==> config.mk <==
export PLATFORM = sky130hd
export DESIGN_NAME = dpr_port_master
export DESIGN_NICKNAME = d
export VERILOG_FILES = /design/src/core/dpr_pkg.sv /design/src/core/dpr_cnt_if.sv /design/src/core/dpr_port_master.sv /design/src/core/dpr_wait_cnt.sv
export SDC_FILE = /design/constraint.sdc
export NUM_CORES = 1
export LEC_CHECK = 0
export BUFFER_PORTS_ARGS = -buffer_cell sky130_fd_sc_hd__buf_2
export CAP_MARGIN = 10
export CORE_MARGIN = 5
export CORE_UTILIZATION = 40
export DETAILED_ROUTE_END_ITERATION = 12
export PLACE_DENSITY = 0.68
export SYNTH_ARGS = -nofsm -noshare
export SYNTH_HDL_FRONTEND = slang
export SYNTH_SLANG_ARGS = --single-unit
export TNS_END_PERCENT = 10
==> constraint.sdc <==
create_clock -name clk_sys -period 2.69 [get_ports clk_sys]
set_input_delay 0.269 -clock clk_sys [delete_from_list [all_inputs] [get_ports clk_sys]]
set_output_delay 0.269 -clock clk_sys [all_outputs]
set_load 0.02 [all_outputs]
==> src/core/dpr_pkg.sv <==
// Shared constants and types for the dual-port memory port master
package dpr_pkg;

  // ****************************************
  // Widths
  // ****************************************
  localparam int ADDR_W = 17;
  localparam int DATA_W = 9;
  localparam int CNT_W  = 4;

  // ****************************************
  // Timing, slowest speed grade
  // ****************************************
  localparam int CLK_NS    = 25;
  localparam int T_AA_NS   = 25;
  localparam int T_HZ_NS   = 15;
  localparam int ACC_CYC_I = (T_AA_NS + CLK_NS - 1) / CLK_NS;
  localparam int REC_CYC_I = (T_HZ_NS + CLK_NS - 1) / CLK_NS;
  localparam logic [CNT_W-1:0] ACC_CYC = CNT_W'(ACC_CYC_I < 1 ? 1 : ACC_CYC_I);
  localparam logic [CNT_W-1:0] REC_CYC = CNT_W'(REC_CYC_I < 1 ? 1 : REC_CYC_I);
  localparam logic [CNT_W-1:0] CNT_ZERO = 4'h0;
  localparam logic [CNT_W-1:0] CNT_ONE  = 4'h1;

  // ****************************************
  // Reset values
  // ****************************************
  localparam logic [ADDR_W-1:0] ADDR_RST = 17'h00000;
  localparam logic [DATA_W-1:0] DATA_RST = 9'h000;

  // ****************************************
  // Sequencer states
  // ****************************************
  typedef enum logic [1:0] {
    DPR_IDLE,
    DPR_SETUP,
    DPR_ACCESS,
    DPR_RECOV
  } dpr_state_t;

endpackage

==> src/core/dpr_cnt_if.sv <==
// Load and expiry handshake between sequencer and wait counter
`timescale 1ns/1ps
interface dpr_cnt_if;
  import dpr_pkg::*;
  logic             load;
  logic [CNT_W-1:0] val;
  logic             done;
  modport ctl (output load, output val, input done);
  modport tmr (input load, input val, output done);
endinterface

==> src/core/dpr_port_master.sv <==
// Port master that drives one side of the asynchronous dual-port memory
`timescale 1ns/1ps
module dpr_port_master
  import dpr_pkg::*;
(
  // Clock and reset
  input  wire logic              clk_sys,
  input  wire logic              rstn,
  // User request side
  input  wire logic              req,
  input  wire logic              req_wr,
  input  wire logic              req_sem,
  input  wire logic [ADDR_W-1:0] req_addr,
  input  wire logic [DATA_W-1:0] req_wdata,
  output logic                   ready_r,
  output logic                   done_r,
  output logic [DATA_W-1:0]      rdata_r,
  output logic                   busy_hit_r,
  output logic                   mbox_r,
  // Role configuration
  input  wire logic              role_master,
  input  wire logic              ext_busy_n,
  // Device port pins
  output logic                   select_low_active_n_r,
  output logic                   select_high_active_r,
  output logic                   token_latch_select_n_r,
  output logic                   rd_wr_n_r,
  output logic                   out_en_n_r,
  output logic [ADDR_W-1:0]      addr_r,
  output logic [DATA_W-1:0]      data_o_r,
  output logic                   data_oe_r,
  input  wire logic [DATA_W-1:0] data_i,
  output logic                   role_master_r,
  input  wire logic              busy_n_i,
  output logic                   busy_n_o_r,
  output logic                   busy_oe_r,
  input  wire logic              int_n_i
);

  dpr_state_t state_r;
  dpr_state_t state_nxt;
  logic       wr_r;
  logic       sem_r;
  logic       stall;

  dpr_cnt_if cnt ();

  dpr_wait_cnt u_wait (
    .clk_sys (clk_sys),
    .rstn    (rstn),
    .cnt     (cnt.tmr)
  );

  // ****************************************
  // Sequencer
  // ****************************************
  // Busy only counts when this device arbitrates; a slave never flags
  assign stall = role_master_r && !busy_n_i;

  always_comb begin
    state_nxt = state_r;
    cnt.load  = 1'b0;
    cnt.val   = ACC_CYC;
    unique case (state_r)
      DPR_IDLE: begin
        if (req) begin
          state_nxt = DPR_SETUP;
        end
      end
      DPR_SETUP: begin
        state_nxt = DPR_ACCESS;
        cnt.load  = 1'b1;
      end
      DPR_ACCESS: begin
        if (cnt.done && !stall) begin
          state_nxt = DPR_RECOV;
          cnt.load  = 1'b1;
          cnt.val   = REC_CYC;
        end else if (cnt.done) begin
          // Keep the access open and re-time it until the other side lets go
          cnt.load  = 1'b1;
        end
      end
      DPR_RECOV: begin
        if (cnt.done) begin
          state_nxt = DPR_IDLE;
        end
      end
    endcase
  end

  always_ff @(posedge clk_sys or negedge rstn) begin
    if (!rstn) begin
      state_r <= DPR_IDLE;
    end else begin
      state_r <= state_nxt;
    end
  end

  // ****************************************
  // Request capture
  // ****************************************
  always_ff @(posedge clk_sys or negedge rstn) begin
    if (!rstn) begin
      wr_r      <= 1'b0;
      sem_r     <= 1'b0;
      addr_r    <= ADDR_RST;
      data_o_r  <= DATA_RST;
      rd_wr_n_r <= 1'b1;
    end else if (state_r == DPR_IDLE && req) begin
      wr_r      <= req_wr;
      sem_r     <= req_sem;
      addr_r    <= req_addr;
      data_o_r  <= req_wdata;
      rd_wr_n_r <= !req_wr;
    end
  end

  // ****************************************
  // Select and enable pins
  // ****************************************
  // Address settles one cycle before any select; selects drop before
  // the address may move, so the port powers down between accesses
  always_ff @(posedge clk_sys or negedge rstn) begin
    if (!rstn) begin
      select_low_active_n_r  <= 1'b1;
      select_high_active_r   <= 1'b0;
      token_latch_select_n_r <= 1'b1;
      out_en_n_r             <= 1'b1;
    end else if (state_nxt == DPR_ACCESS) begin
      select_low_active_n_r  <= sem_r;
      select_high_active_r   <= !sem_r;
      token_latch_select_n_r <= !sem_r;
      out_en_n_r             <= wr_r;
    end else begin
      select_low_active_n_r  <= 1'b1;
      select_high_active_r   <= 1'b0;
      token_latch_select_n_r <= 1'b1;
      out_en_n_r             <= 1'b1;
    end
  end

  // Drive data only while the device outputs are off
  // On accept wr_r still holds the last access, so use the request itself
  always_ff @(posedge clk_sys or negedge rstn) begin
    if (!rstn) begin
      data_oe_r <= 1'b0;
    end else if (state_r == DPR_IDLE) begin
      data_oe_r <= req && req_wr;
    end else begin
      data_oe_r <= wr_r && (state_nxt == DPR_ACCESS);
    end
  end

  // ****************************************
  // User answers
  // ****************************************
  always_ff @(posedge clk_sys or negedge rstn) begin
    if (!rstn) begin
      done_r  <= 1'b0;
      rdata_r <= DATA_RST;
    end else begin
      done_r <= (state_r == DPR_ACCESS) && (state_nxt == DPR_RECOV);
      if (state_r == DPR_ACCESS && state_nxt == DPR_RECOV && !wr_r) begin
        rdata_r <= data_i;
      end
    end
  end

  always_ff @(posedge clk_sys or negedge rstn) begin
    if (!rstn) begin
      ready_r <= 1'b0;
    end else begin
      ready_r <= (state_nxt == DPR_IDLE);
    end
  end

  always_ff @(posedge clk_sys or negedge rstn) begin
    if (!rstn) begin
      busy_hit_r <= 1'b0;
    end else if (state_r == DPR_IDLE && req) begin
      busy_hit_r <= 1'b0;
    end else if (state_r == DPR_ACCESS && stall) begin
      busy_hit_r <= 1'b1;
    end
  end

  // Mailbox flag from the device, active low at the pin
  always_ff @(posedge clk_sys or negedge rstn) begin
    if (!rstn) begin
      mbox_r <= 1'b0;
    end else begin
      mbox_r <= !int_n_i;
    end
  end

  // ****************************************
  // Role and busy direction
  // ****************************************
  // A slave takes busy from the master device, so the host feeds it in
  always_ff @(posedge clk_sys or negedge rstn) begin
    if (!rstn) begin
      role_master_r <= 1'b1;
      busy_oe_r     <= 1'b0;
      busy_n_o_r    <= 1'b1;
    end else begin
      role_master_r <= role_master;
      busy_oe_r     <= !role_master;
      busy_n_o_r    <= ext_busy_n;
    end
  end

  // ****************************************
  // Checks
  // ****************************************
  property p_sel_pair;
    @(posedge clk_sys) disable iff (!rstn)
    select_low_active_n_r == !select_high_active_r;
  endproperty
  a_sel_pair: assert property (p_sel_pair) else $error("Chip selects disagree");

  property p_sel_excl;
    @(posedge clk_sys) disable iff (!rstn)
    !(!select_low_active_n_r && !token_latch_select_n_r);
  endproperty
  a_sel_excl: assert property (p_sel_excl) else $error("Memory and token selected together");

  property p_no_contend;
    @(posedge clk_sys) disable iff (!rstn)
    data_oe_r |-> out_en_n_r && !rd_wr_n_r;
  endproperty
  a_no_contend: assert property (p_no_contend) else $error("Data driven while device may drive");

  property p_idle_down;
    @(posedge clk_sys) disable iff (!rstn)
    (state_r == DPR_IDLE && !req) |=> select_low_active_n_r && token_latch_select_n_r;
  endproperty
  a_idle_down: assert property (p_idle_down) else $error("Port selected while idle");

  property p_busy_dir;
    @(posedge clk_sys) disable iff (!rstn)
    ##1 busy_oe_r == !$past(role_master);
  endproperty
  a_busy_dir: assert property (p_busy_dir) else $error("Busy direction does not follow role");

  property p_token_write;
    @(posedge clk_sys) disable iff (!rstn)
    $fell(token_latch_select_n_r) && !rd_wr_n_r |-> data_oe_r [*1] ##1 (data_oe_r || token_latch_select_n_r);
  endproperty
  a_token_write: assert property (p_token_write) else $error("Token write without data");

endmodule

==> src/core/dpr_wait_cnt.sv <==
// Down counter that marks the end of a pin timing interval
`timescale 1ns/1ps
module dpr_wait_cnt
  import dpr_pkg::*;
(
  // Clock and reset
  input wire logic clk_sys,
  input wire logic rstn,
  // Sequencer side
  dpr_cnt_if.tmr   cnt
);

  logic [CNT_W-1:0] cnt_r;

  // ****************************************
  // Counter
  // ****************************************
  always_ff @(posedge clk_sys or negedge rstn) begin
    if (!rstn) begin
      cnt_r <= CNT_ZERO;
    end else if (cnt.load) begin
      cnt_r <= cnt.val;
    end else if (cnt_r != CNT_ZERO) begin
      cnt_r <= cnt_r - CNT_ONE;
    end
  end

  // Expires on the last counted cycle, so a load of N spans N edges
  // No term from load here: load itself follows done, which would close a loop
  assign cnt.done = (cnt_r == CNT_ONE);

endmodule

==> out/qor.yml <==
gp_congestion: 0.752
portBuffers: 91
crit_buf_inv: 1
ys_warn_count: 0
endpoint_kind: "register"
rsz0062_at_grt: "no"
first_global_vias: 1696
diodes: 0
layout.cells.non_filler: 328
antenna_left: 0
fin_setup_tns_ns: 0
fin_hold_ws_ns: 0.0546
drc: 0
grt_max_degree: 57
ioPinCount: 92
syn_area_per_cell_um2: 14.2
synth-seq-cells: 56
viasPerCell: 4.76
slew_headroom: 0.547
clockBufferDepth: 2
cts_hold_buffers: 0
critPathTopFamily: "simple AND/OR/NAND/NOR gates"
cts_setup_buffers: 0
first_pass_iters: 4
cp.required_ns: 2.88
power_density_nw_per_um2: 494
hold_violations: 0
cp-start-kind: "register"
hold_class: "primary input to register"
die_y_um: 85.2
synth_cells: 159
clk_pin_slew_ns: 0.10
worst_slack_ns: 0.515
slowest_delay_ns: 0.40
clkLatencyLatePin_ns: 0.30
total_power_mw: 1.44
wl_um: 4490
grt.overflow.total: 0
dr.first_iter.drc_count: 41
fin_crit_ns: 2.18
arrival_ns: 2.37
fmax_mhz: 460
core_um2: 5510
p_leak_nw: 1.65
worstMarginPinSlew_ns: 0.679
synth_seq_area_share: 0.623
cts_sinks: 56
cts_root_buf: "clkbuf_8"
place_area_um2: 2800
fin_area_um2: 2910
cap_violations: 0
maxSlewViolCount: 0
dp.final_hpwl_um: 3480
synth_area_um2: 2260
final-setup-viol-count: 0
ir_drop_mv: 0.279
grt_pass1_wl_um: 7910
die-width_um: 85.2
die_area_um2: 7260
htree_num_levels: 2
vias: 1562
critical_path_class: "register to register"
drive_gt1_frac: 0.594
fin_crit_sh: 0.809
syn-num-nets: 210
skew_ns: 0.00798
row_count: 27
cp_slowest_cell: "dfrtp_1"
initial_utilization: 0.411
syn_to_final_growth_pct: 28.9
crit_fanout: 9
antenna_found_initial: 0
layout.nets: 306
track_usage: 0.136
post-place-cells: 320
netlist-cell-type-count: 33
cts_resized: 0
cts_buffers: 5
path_cells: "inv_1 -> ha_1 -> nand2b_4 -> o311a_4 -> nor3_4 -> mux2_2"
place_ws_ns: 0.506
tritoncts: "done"
avgRoutedWirePerCell_um: 13.7
fin_util: 0.529
status: "finished, final reports clean"
==> path summary, 6_finish.rpt <==
| path | depth (start not counted) | slack, ns | end | start |
|---|---|---|---|---|
| min in group asynchronous | 2 | 0.08 | data_o_r[6] | rstn |
| max | 6 | 0.51 | rdata_r[4] | state_r[1] |
| min | 1 | 0.05 | busy_n_o_r | ext_busy_n |
| max reg2reg | 6 | 0.51 | rdata_r[4] | state_r[1] |
| min reg2reg | 1 | 0.44 | token_latch_select_n_r | sem_r |
| max in group asynchronous | 2 | 2.16 | busy_hit_r | rstn |
==> cells by family (layout without fill, tap and decap cells) <==
logic type,Yosys count,after routing,synth area share
DFF,56,56,0.623
adders and majority gates,7,7,0.0387
xor gates and xnor gates,1,1,0.00387
muxes,37,37,0.184
buffers and inverters,15,112,0.0266
AOI/OAI and AO/OA,15,15,0.0515
and+or+nand+nor,28,28,0.0725
==> sequential cells by signal, summed over array words and instances (netlist names) <==
signal                  cells
addr_r                     17
data_o_r                    9
rdata_r                     9
u_wait.cnt_r                4
state_r                     2
busy_hit_r                  1
busy_n_o_r                  1
busy_oe_r                   1
data_oe_r                   1
done_r                      1
mbox_r                      1
out_en_n_r                  1
rd_wr_n_r                   1
ready_r                     1
role_master_r               1
select_high_active_r        1
select_low_active_n_r       1
sem_r                       1
token_latch_select_n_r      1
wr_r                        1
==> final cells by class <==
| type | instances | area [um^2] |
|---|---|---|
| inverters | 11 | 41.3 |
| repair buffers | 93 | 470 |
| flip-flops and latches | 56 | 1410 |
| multi-input cells | 88 | 792 |
| clock inverters | 3 | 42.5 |
| fillers | 483 | 2590 |
| clock buffers | 5 | 68.8 |
| well taps | 72 | 90.1 |
==> synth_stat cells <==
| library cell | count | area (um^2) |
|---|---|---|
| a32oi_1 | 1 | 8.76 |
| dfstp_2 | 6 | 158 |
| or3_1 | 1 | 6.26 |
| and2_1 | 1 | 6.26 |
| or2_2 | 2 | 12.5 |
| xnor2_1 | 1 | 8.76 |
| nand3_1 | 1 | 5.00 |
| nand3b_1 | 1 | 7.51 |
| buf_4 | 1 | 7.51 |
| nor3b_1 | 1 | 7.51 |
| nand2b_4 | 1 | 13.8 |
| a211oi_1 | 1 | 7.51 |
| inv_1 | 11 | 41.3 |
| ha_1 | 7 | 87.6 |
| nand2b_1 | 3 | 18.8 |
| dfrtp_1 | 50 | 1250 |
| o311a_4 | 1 | 21.3 |
| clkbuf_1 | 3 | 11.3 |
| nor3_1 | 1 | 5.00 |
| a31o_2 | 1 | 8.76 |
| a31oi_1 | 1 | 6.26 |
| nor2_1 | 8 | 30.0 |
| o21bai_1 | 1 | 7.51 |
| a21oi_1 | 3 | 15.0 |
| mux2_2 | 36 | 405 |
| nor3_4 | 1 | 16.3 |
| o22a_2 | 1 | 10.0 |
| mux2i_1 | 1 | 10.0 |
| o21a_1 | 1 | 7.51 |
| nand2_1 | 6 | 22.5 |
| o21ai_0 | 3 | 15.0 |
| and4bb_2 | 1 | 12.5 |
| a21o_2 | 1 | 8.76 |
==> power breakdown <==
group / leakage (nW) / switching, mW / total [mW] / internal [mW]
Combinational: 0.855 / 0.0302 / 0.0562 / 0.0259
Clock: 0.0541 / 0.260 / 0.536 / 0.276
Sequential: 0.741 / 0.00101 / 0.847 / 0.846
==> cells in the final DEF (no fill, tap or decap), types with 2 or more instances in the layout <==
| master | n |
|---|---|
| buf_4 | 2 |
| clkbuf_8 | 5 |
| buf_2 | 91 |
| ha_1 | 7 |
| or2_2 | 2 |
| mux2_2 | 36 |
| dfstp_2 | 6 |
| a21oi_1 | 3 |
| nor2_1 | 8 |
| o21ai_0 | 3 |
| dfrtp_1 | 50 |
| nand2_1 | 6 |
| inv_1 | 11 |
| nand2b_1 | 3 |
==> per-layer routing <==
layer  part of all wire  up-vias  global-route usage
met5                  0        -                   0
met4              0.016        0              0.0432
met3              0.065        9              0.0456
met2               0.54       46               0.234
met1               0.38      778               0.158
li1                   -      729                   -
(Power assumes the default switching activity.)
